===== src/design/uart_modem_pkg.sv =====
// Constants, addresses and carrier types for the UART modem-status logic.
// Assumes a 32-bit Avalon-MM byte address space and active-low modem pins.
package uart_modem_pkg;

    // ------------------------------------------------------------------
    // Register map
    // ------------------------------------------------------------------
    localparam logic [31:0] MODEM_LINE_STATUS_ADDR = 32'hb0002018;
    localparam logic [31:0] MODEM_CONTROL_ADDR     = 32'hb0002010;

    // ------------------------------------------------------------------
    // Field positions and widths
    // ------------------------------------------------------------------
    localparam int unsigned LINES_LSB    = 4;
    localparam int unsigned FLAGS_LSB    = 0;
    localparam int unsigned LINE_COUNT   = 4;
    localparam int unsigned CONTROL_BITS = 5;

    // ------------------------------------------------------------------
    // Values after reset
    // ------------------------------------------------------------------
    localparam logic [31:0] STATUS_RESET  = 32'h0000_0000;
    localparam logic [4:0]  CONTROL_RESET = 5'h00;
    localparam logic [3:0]  PINS_IDLE     = 4'hf;
    localparam logic [3:0]  LINES_RESET   = 4'h0;
    localparam logic [3:0]  FLAGS_RESET   = 4'h0;

    // ------------------------------------------------------------------
    // Carrier types
    // ------------------------------------------------------------------
    typedef struct packed {
        logic carrier_in_n;
        logic bell_in_n;
        logic set_ready_in_n;
        logic send_permit_in_n;
    } modem_pins_t;

    typedef struct packed {
        logic carrier;
        logic bell_status;
        logic set_ready;
        logic send_permit;
    } modem_lines_t;

    typedef struct packed {
        logic carrier_change_flag;
        logic bell_release_flag;
        logic set_ready_change_flag;
        logic send_permit_change_flag;
    } modem_flags_t;

    typedef struct packed {
        logic loopback;
        logic aux_output_b;
        logic aux_output_a;
        logic send_request;
        logic terminal_ready;
    } modem_control_reg_t;

endpackage : uart_modem_pkg


===== src/design/uart_modem_status_logic.sv =====
// Modem-status section of a UART: pin synchroniser, line levels, change
// flags and an Avalon-MM slave for the status and control registers.
// Assumes the pins are asynchronous to mclk and the master follows
// Avalon-MM waitrequest signalling.
//
// The Avalon-MM slave port was left to the implementer.
module uart_modem_status_logic (
    input  wire logic                               mclk,
    input  wire logic                               rst_b,
    input  wire logic [31:0]                        address,
    input  wire logic                               read,
    input  wire logic                               write,
    input  wire logic [31:0]                        writedata,
    input  wire logic [3:0]                         byteenable,
    output logic      [31:0]                        readdata,
    output logic                                    waitrequest,
    input  wire uart_modem_pkg::modem_pins_t        modem_pins,
    output uart_modem_pkg::modem_control_reg_t      modem_control
);

    // ------------------------------------------------------------------
    // Status word assembly
    // ------------------------------------------------------------------
    function automatic logic [31:0] status_word(
        input uart_modem_pkg::modem_lines_t lvl,
        input uart_modem_pkg::modem_flags_t flg
    );
        logic [31:0] w;
        w = 32'h0000_0000;
        w[uart_modem_pkg::LINES_LSB +: uart_modem_pkg::LINE_COUNT] = lvl;
        w[uart_modem_pkg::FLAGS_LSB +: uart_modem_pkg::LINE_COUNT] = flg;
        return w;
    endfunction : status_word

    // ------------------------------------------------------------------
    // Declarations
    // ------------------------------------------------------------------
    uart_modem_pkg::modem_pins_t   pin_meta;
    uart_modem_pkg::modem_pins_t   pin_sync;
    uart_modem_pkg::modem_lines_t  prev_lines;
    uart_modem_pkg::modem_flags_t  flags;
    logic                          was_status_read;

    wire uart_modem_pkg::modem_lines_t  pin_lines;
    wire uart_modem_pkg::modem_lines_t  loop_lines;
    wire uart_modem_pkg::modem_lines_t  lines;
    wire uart_modem_pkg::modem_flags_t  events;
    wire uart_modem_pkg::modem_flags_t  next_flags;
    wire uart_modem_pkg::modem_control_reg_t next_control;
    wire logic [31:0]                   next_readdata;
    wire logic                          next_waitrequest;
    wire logic                          hit_status;
    wire logic                          hit_control;
    wire logic                          take;
    wire logic                          status_read;
    wire logic                          control_write;

    // ------------------------------------------------------------------
    // Pin synchroniser
    // ------------------------------------------------------------------
    // Reset to idle (deasserted) so a carrier, set-ready or send-permit line held
    // asserted through reset shows up as a change right after release.
    always_ff @(posedge mclk) begin
        if (!rst_b) begin
            pin_meta <= uart_modem_pkg::modem_pins_t'(uart_modem_pkg::PINS_IDLE);
            pin_sync <= uart_modem_pkg::modem_pins_t'(uart_modem_pkg::PINS_IDLE);
        end else begin
            pin_meta <= modem_pins;
            pin_sync <= pin_meta;
        end
    end

    // ------------------------------------------------------------------
    // Line levels
    // ------------------------------------------------------------------
    assign pin_lines = uart_modem_pkg::modem_lines_t'(~pin_sync);

    assign loop_lines.carrier     = modem_control.aux_output_b;
    assign loop_lines.bell_status = modem_control.aux_output_a;
    assign loop_lines.set_ready   = modem_control.terminal_ready;
    assign loop_lines.send_permit = modem_control.send_request;

    assign lines = modem_control.loopback ? loop_lines : pin_lines;

    // ------------------------------------------------------------------
    // Change detection
    // ------------------------------------------------------------------
    // Levels are compared to the level one cycle earlier, so in loopback
    // the flags follow the control bits just as they follow the pins.
    assign events.carrier_change_flag     = lines.carrier ^ prev_lines.carrier;
    assign events.bell_release_flag       = prev_lines.bell_status & ~lines.bell_status;
    assign events.set_ready_change_flag   = lines.set_ready ^ prev_lines.set_ready;
    assign events.send_permit_change_flag = lines.send_permit ^ prev_lines.send_permit;

    // A fresh event wins over the clear of a status read.
    assign next_flags = uart_modem_pkg::modem_flags_t'(
        (status_read ? uart_modem_pkg::FLAGS_RESET : flags) | events);

    always_ff @(posedge mclk) begin
        if (!rst_b) begin
            prev_lines <= uart_modem_pkg::modem_lines_t'(uart_modem_pkg::LINES_RESET);
            flags      <= uart_modem_pkg::modem_flags_t'(uart_modem_pkg::FLAGS_RESET);
        end else begin
            prev_lines <= lines;
            flags      <= next_flags;
        end
    end

    // ------------------------------------------------------------------
    // Avalon-MM slave
    // ------------------------------------------------------------------
    // Each access is answered one cycle after it is seen: waitrequest
    // drops for exactly one cycle, and the data is captured then.
    assign hit_status       = address == uart_modem_pkg::MODEM_LINE_STATUS_ADDR;
    assign hit_control      = address == uart_modem_pkg::MODEM_CONTROL_ADDR;
    assign take             = (read | write) & waitrequest;
    assign status_read      = take & read & hit_status;
    assign control_write    = take & write & hit_control & byteenable[0];
    assign next_waitrequest = ~take;

    assign next_control = control_write ?
        uart_modem_pkg::modem_control_reg_t'(writedata[uart_modem_pkg::CONTROL_BITS-1:0]) :
        modem_control;

    // Unmapped addresses read as zero; reads outside a transfer hold.
    assign next_readdata = !(take & read) ? readdata :
                           hit_status     ? status_word(lines, flags) :
                           hit_control    ? {27'h0000000, modem_control} :
                                            32'h0000_0000;

    always_ff @(posedge mclk) begin
        if (!rst_b) begin
            waitrequest     <= 1'b1;
            readdata        <= uart_modem_pkg::STATUS_RESET;
            modem_control   <= uart_modem_pkg::modem_control_reg_t'(
                                   uart_modem_pkg::CONTROL_RESET);
            was_status_read <= 1'b0;
        end else begin
            waitrequest     <= next_waitrequest;
            readdata        <= next_readdata;
            modem_control   <= next_control;
            was_status_read <= status_read;
        end
    end
endmodule : uart_modem_status_logic


===== config.mk =====
export PLATFORM = sky130hd
export DESIGN_NAME = uart_modem_status_logic
export DESIGN_NICKNAME = d
export VERILOG_FILES = /design/src/design/uart_modem_pkg.sv /design/src/design/uart_modem_status_logic.sv
export SDC_FILE = /design/constraint.sdc
export NUM_CORES = 1
export LEC_CHECK = 0
export ABC_AREA = 1
export BUFFER_PORTS_ARGS = -buffer_cell sky130_fd_sc_hd__clkbuf_2
export CORE_MARGIN = 5
export CORE_UTILIZATION = 40
export DETAILED_ROUTE_END_ITERATION = 10
export GPL_ROUTABILITY_DRIVEN = 0
export PLACE_DENSITY = 0.79
export RECOVER_POWER = 100
export SLEW_MARGIN = 20
export SYNTH_ARGS = -nofsm -noshare
export SYNTH_HDL_FRONTEND = slang
export SYNTH_SLANG_ARGS = --single-unit

===== constraint.sdc =====
create_clock -name mclk -period 1.2 [get_ports mclk]
set_input_delay 0.12 -clock mclk [delete_from_list [all_inputs] [get_ports mclk]]
set_output_delay 0.12 -clock mclk [all_outputs]
set_load 0.005 [all_outputs]

==> results of run 1 <==
-- logic make-up (layout without fill, tap and decap cells) --
| kind of cell | after synthesis | in the layout | share of synthesized area [%] |
|---|---|---|---|
| AO/OA/AOI/OAI | 19 | 19 | 6.20 |
| AND/OR/NAND/NOR | 122 | 122 | 37.4 |
| buffers and inverters | 44 | 87 | 16.4 |
| flip-flops | 30 | 30 | 38.1 |
| XOR/XNOR | 3 | 3 | 1.67 |
| other | 1 | 24 | 0.238 |
-- timing repair --
item | in CTS | in global routing
gates resized for setup | 0 | 4
setup endpoints to repair | 0 | 8
hold buffers | 0 | 0
-- how the worst max path moves through the flow --
stage / end / slack [ns] / cells after the start
final: flags[1] / 0.13 / 3
after global routing: readdata[2] / 0.004 / 8
after CTS: flags[1] / 0.07 / 3
after detailed placement: modem_control[2] / -0.03 / 9
after global placement: modem_control[0] / 0.002 / 9
after floorplan: readdata[1] / 0.14 / 8
-- metrics by stage --
step / total power [uW] / std cells
after floorplan: 1230 / 242
after global placement: 1270 / 325
after detailed placement: 1280 / 325
after CTS: 2100 / 333
after global routing: 2170 / 333
final: 2080 / 333
-- final cells by class --
type / instances / area (sq um)
Timing Repair Buffer: 62 / 300
Multi-Input combinational cell: 168 / 802
Inverter: 17 / 66.3
Sequential cell: 30 / 603
Fill cell: 397 / 1820
Clock buffer: 7 / 86.3
Clock inverter: 1 / 5.00
Tap cell: 48 / 60.1
-- state kept, by name, summed over array words and instances, names as in the netlist --
signal,flops
flags,4
prev_lines,4
pin_meta,4
modem_control,5
readdata,8
waitrequest,1
pin_sync,4
-- power by group through the flow --
stage	Combinational, uW	Clock (uW)	Sequential (uW)
6_report	219	817	1040
3_5_place_dp	220	0	1060
3_3_place_gp	214	0	1060
4_1_cts	221	838	1040
5_1_grt	254	877	1040
2_1_floorplan	169	0	1060
-- routing by layer --
layer / share of wire (%) / wire length (um) / vias up / global-route usage, %
met5: 0 / 0 / - / 0
met1: 42 / 1310 / 589 / 14.8
met4: 1.4 / 44 / 0 / 4.92
li1: - / - / 760 / -
met2: 49 / 1530 / 49 / 21.2
met3: 8.2 / 259 / 5 / 3.44
-- cell usage after synthesis --
| cell | count |
|---|---|
| conb_1 | 1 |
| nand2_4 | 4 |
| dfxtp_1 | 30 |
| nor3_4 | 1 |
| nor2_4 | 3 |
| nor2_8 | 1 |
| inv_1 | 15 |
| clkbuf_1 | 1 |
| xnor2_1 | 3 |
| o21ai_0 | 3 |
| nand2_2 | 1 |
| nor2_2 | 5 |
| buf_4 | 24 |
| o21ai_1 | 7 |
| buf_2 | 2 |
| o211ai_1 | 1 |
| or2_2 | 8 |
| inv_2 | 2 |
| nor2_1 | 40 |
| a21oi_1 | 8 |
| nand3_1 | 12 |
| nand2_1 | 47 |
-- worst register-to-register path: stages, from the launching register on --
cell,delay [ns]
dfxtp_2,0.37
o21ai_0,0.34
xnor2_1,0.16
a21oi_1,0.08
==> out/metrics.yaml, run 1 <==
run_status:
  status: "finished, final reports clean"
timing:
  setup_viol: 0
  final_max_slew_viol_count: 0
  maxClockFrequency_mhz: 933
  fin_skew_ns: 0.00194
  fin_tns_setup_ns: 0
  fin_ws_ns: 0.129
  min_period_ns: 1.07
  worst_hold_slack_ns: 0.0241
  finalHoldViolCount: 0
  rsz0062_at_grt: "no"
  min_period_over_period_pct: 89.3
job:
  drv_cap: 0
min_path:
  holdPathEnd: "pin_meta[3]"
  min-delay-start: "modem_pins[3]"
  min_path_type: "in2reg"
  holdPathStages: 2
finish:
  areaGrowthSynthToFinish_pct: 22.1
  nets: 360
  final_core_util_pct: 51.4
  final_common_cell: "clkbuf_2"
  final_cell_area_sq_mm: 0.00192
  diodes: 0
  most-common-layout-cells: "clkbuf_2 (48), nand2_1 (47), nor2_1 (40), dfxtp_1 (28), conb_1 (24)"
  drive_above_1_share_pct: 29.8
die:
  die_height_um: 72.8
  num_io_pins: 114
  die_x_um: 72.8
  core_sq_mm: 0.00374
  start_util_pct: 42.1
  rows: 22
  die-area_sq_mm: 0.00529
clock_network:
  worstSkewPairLatency_ns: 0.28
  cts_sinks: 30
  clkTransAtPathRegs_ns: 0.06
  clockRootBuffer: "clkbuf_8"
  cts_tree: "done"
  cts_max_level: 2
  cts_buffers: 5
  clock_path_buffers: 2
  cts_setup_buffers: 0
pwr:
  switchingPower_uw: 487
  seqPwrFrac_pct: 50.1
  vdd_drop_max_mv: 0.729
  comb_power_share_pct: 10.5
  p_clk_share_pct: 39.4
  power.leakage_uw: 0.00101
  p_per_area_mw_per_mm2: 1080
  netSwitchingFraction_pct: 23.4
  p_int_uw: 1590
worst_setup_path:
  cp_max_fo: 11
  crit_family: "compound AO/OA/AOI/OAI gates"
  crit_path_start_kind: "flip-flop"
  r2r_cells: 3
  crit_required_ns: 1.36
  path_cells: "o21ai_0 > xnor2_1 > a21oi_1"
  cpPeakStageDelay_ns: 0.37
  critPathSlowestCell: "dfxtp_2"
  startpoint: "modem_control[4]"
  reg2reg_slack_ns: 0.13
  regToRegEndpoint: "flags[1]"
  arrival_ns: 1.23
  worstPathBufferInverterCount: 0
  timing.rr.start: "modem_control[4]"
  endpoint_kind: "flip-flop"
  crit_type: "reg2reg"
drt:
  wl_mm: 3.14
  firstDrtPassIters: 4
  antenna_left: 0
  drc: 0
  num_vias: 1403
  wl_per_cell_um: 9.44
  drt_iter0_markers: 72
  via_per_inst: 4.21
synth:
  ys_warn_count: 0
  seq_area_frac_synth_pct: 38.1
  ys_ff_latch: 30
  synth_area_leaders: "dfxtp_1 (38%), buf_4 (11%), nand2_1 (11%)"
  mappedNetlistArea_sq_mm: 0.00158
  synth.distinct_cells: 22
  synth_area_leader_cell: "dfxtp_1"
  syn_inst: 219
  avgSynthCellArea_sq_um: 7.19
  synth_top_area_share_pct: 38.1
place:
  place_area_sq_mm: 0.00185
  dp_worst_setup_slack_ns: -0.0278
  dp_hpwl_mm: 2.65
  portBuffers: 59
global_route:
  antenna_found_initial: 0
  grt_pass1_wl_mm: 5.21
  overflow: 0
  grt_max_degree: 13
  grtUsageTotal_pct: 12.5
  grt_pass1_vias: 1260
Note: power is estimated with default switching activity, not from simulation.
==> run 2: changes to the inputs <==
--- a/config.mk
+++ b/config.mk
@@ -17,3 +17,4 @@
 export SYNTH_ARGS = -nofsm -noshare
 export SYNTH_HDL_FRONTEND = slang
 export SYNTH_SLANG_ARGS = --single-unit
+export TNS_END_PERCENT = 30
==> constraint.sdc (replaced) <==
create_clock -name mclk -period 1.2 [get_ports mclk]
set_input_delay 0.06 -clock mclk [delete_from_list [all_inputs] [get_ports mclk]]
set_output_delay 0.06 -clock mclk [all_outputs]
set_load 0.005 [all_outputs]
==> run 2 against run 1 <==
Against the previous run:
- sequential cell count stayed put
- register-to-register slack is essentially flat
- critical path depth increased by 6
- first-iteration DRC count is 18% lower
- worst hold slack worse by 0.014 ns
- critical path type is now in2reg
- critical endpoint is now readdata[4]
- highest routed layer unchanged
==> out/metrics.yaml, run 2 (synthesis results as in run 1) <==
run_status:
  status: "finished, final reports clean"  # unchanged
pwr:
  comb_power_share_pct: 11.8  # was 10.5%
  vdd_drop_max_mv: 0.637  # was 0.729 mV
  p_int_uw: 1590  # about the same
  netSwitchingFraction_pct: 22.9  # was 23.4%
  power.leakage_uw: 0.00105  # was 0.00101 uW
  seqPwrFrac_pct: 50.5  # was 50.1%
  p_per_area_mw_per_mm2: 1040  # was 1080 mW/mm^2
  switchingPower_uw: 471  # was 487 uW
  p_clk_share_pct: 37.7  # was 39.4%
timing:
  setup_viol: 0  # unchanged
  min_period_over_period_pct: 93.8  # was 89.3%
  fin_tns_setup_ns: 0  # unchanged
  rsz0062_at_grt: "no"  # unchanged
  fin_skew_ns: 0.00289  # was 0.00194 ns
  final_max_slew_viol_count: 0  # unchanged
  fin_ws_ns: 0.0739  # was 0.129 ns
  maxClockFrequency_mhz: 888  # was 933 MHz
  finalHoldViolCount: 0  # unchanged
  min_period_ns: 1.13  # was 1.07 ns
drt:
  wl_mm: 3.27  # was 3.14 mm
  drt_iter0_markers: 59  # was 72
  firstDrtPassIters: 4  # unchanged
  drc: 0  # unchanged
  antenna_left: 0  # unchanged
  num_vias: 1437  # was 1403
  via_per_inst: 4.24  # was 4.21
  wl_per_cell_um: 9.65  # was 9.44 um
finish:
  largest_reg_flops: 8  # unchanged
  fillers: 371  # was 397
  most-common-layout-cells: "clkbuf_2 (52), nand2_1 (47), nor2_1 (40), dfxtp_1 (29), conb_1 (24)"  # was clkbuf_2 (48), nand2_1 (47), nor2_1 (40), dfxtp_1 (28), conb_1 (24)
  area.sequential_sq_um: 602  # was 603 sq um
  biggestRegsByFlops: "readdata x8, modem_control x5"  # unchanged
  regMostFlops: "readdata"  # unchanged
  areaGrowthSynthToFinish_pct: 26.1  # was 22.1%
  multiInputGateArea_sq_um: 797  # was 802 sq um
  final_core_util_pct: 53.0  # was 51.4%
  diodes: 0  # unchanged
  drive_above_1_share_pct: 30.2  # was 29.8%
  final_common_cell: "clkbuf_2"  # unchanged
  nets: 368  # was 360
job:
  drv_cap: 0  # unchanged
die:
  core_sq_mm: 0.00374  # unchanged
  rows: 22  # unchanged
  die_height_um: 72.8  # unchanged
  die_x_um: 72.8  # unchanged
  start_util_pct: 42.1  # unchanged
  die-area_sq_mm: 0.00529  # unchanged
  num_io_pins: 114  # unchanged
clock_network:
  clock_path_buffers: 2  # unchanged
  worstSkewPairLatency_ns: 0.28  # about the same
  clockRootBuffer: "clkbuf_8"  # unchanged
  cts_tree: "done"  # unchanged
  cts_sinks: 30  # unchanged
  cts_buffers: 5  # unchanged
  clkTransAtPathRegs_ns: 0.06  # about the same
  cts_max_level: 2  # unchanged
place:
  portBuffers: 59  # unchanged
  dp_worst_setup_slack_ns: 0.0571  # was -0.0278 ns
  dp_hpwl_mm: 2.65  # about the same
worst_setup_path:
  crit_required_ns: 1.37  # was 1.36 ns
  endpoint_kind: "flip-flop"  # unchanged
  arrival_ns: 1.30  # was 1.23 ns
  cp_max_fo: 8  # was 11
  crit_path_start_kind: "input port"  # was flip-flop
  crit_type: "in2reg"  # was reg2reg
min_path:
  min_path_type: "in2reg"  # unchanged
global_route:
  grtUsageTotal_pct: 13.2  # was 12.5%
  grt_pass1_wl_mm: 5.44  # was 5.21 mm
  antenna_found_initial: 0  # unchanged
  overflow: 0  # unchanged
  grt_max_degree: 15  # was 13
  grt_pass1_vias: 1281  # was 1260
-- run 2: what timing repair did --
| action | 4_1_cts | 5_1_grt |
|---|---|---|
| hold buffers | 5 | 0 |
| endpoints found under the hold margin | 5 | 0 |
| endpoints found under the setup margin | 0 | 9 |
| buffers inserted | 0 | 3 |
| gates resized for setup | 0 | 3 |
-- run 2: routing by layer --
metal	GRT usage (%)	wire length, um
met1	15.9	1360
met2	20.8	1580
met3	5.79	284
met4	4.92	47
met5	0	0
-- run 2: stage by stage --
step                      area [sq um]  instances  hold slack, ns  power, uW
final                             1990        339          0.0103       2060
after floorplan                   1660        242           0.167       1230
after global placement            1850        325           0.246       1270
after CTS                         1980        336         0.00166       2070
after detailed placement          1850        325           0.250       1280
after global routing              1990        339          0.0105       2170
-- run 2: final timing paths --
kind / endpoint / from / slack (ns) / depth (start not counted)
setup reg to reg: flags[0] / waitrequest / 0.12 / 6
hold / removal: modem_control[1] / writedata[1] / 0.01 / 3
hold reg to reg: pin_sync[2] / pin_meta[2] / 0.41 / 1
setup / recovery: readdata[4] / read / 0.07 / 9
-- run 2: layout make-up --
cell class	instances	share of cell area, %
multi-input cells	168	40.1
flip-flops and latches	30	30.3
repair buffers	70	19.0
clock buffers	6	4.16
inverters	17	3.34
well taps	48	3.02
-- run 2: power groups by stage --
| stage | sequential [uW] | combinational [uW] | clock (uW) |
|---|---|---|---|
| 2_1_floorplan | 1060 | 169 | 0 |
| 6_report | 1040 | 243 | 777 |
| 5_1_grt | 1040 | 279 | 850 |
| 3_3_place_gp | 1060 | 214 | 0 |
| 4_1_cts | 1040 | 233 | 802 |
| 3_5_place_dp | 1060 | 219 | 0 |
-- run 2: worst max-delay path: stages --
cell and delay (ns):
dlygate4sd3_1 0.53, clkbuf_2 0.11, nand2_1 0.11, inv_4 0.07, clkbuf_2 0.14, nand2_4 0.11
inv_1 0.06, nand2_1 0.05, nand3_1 0.05
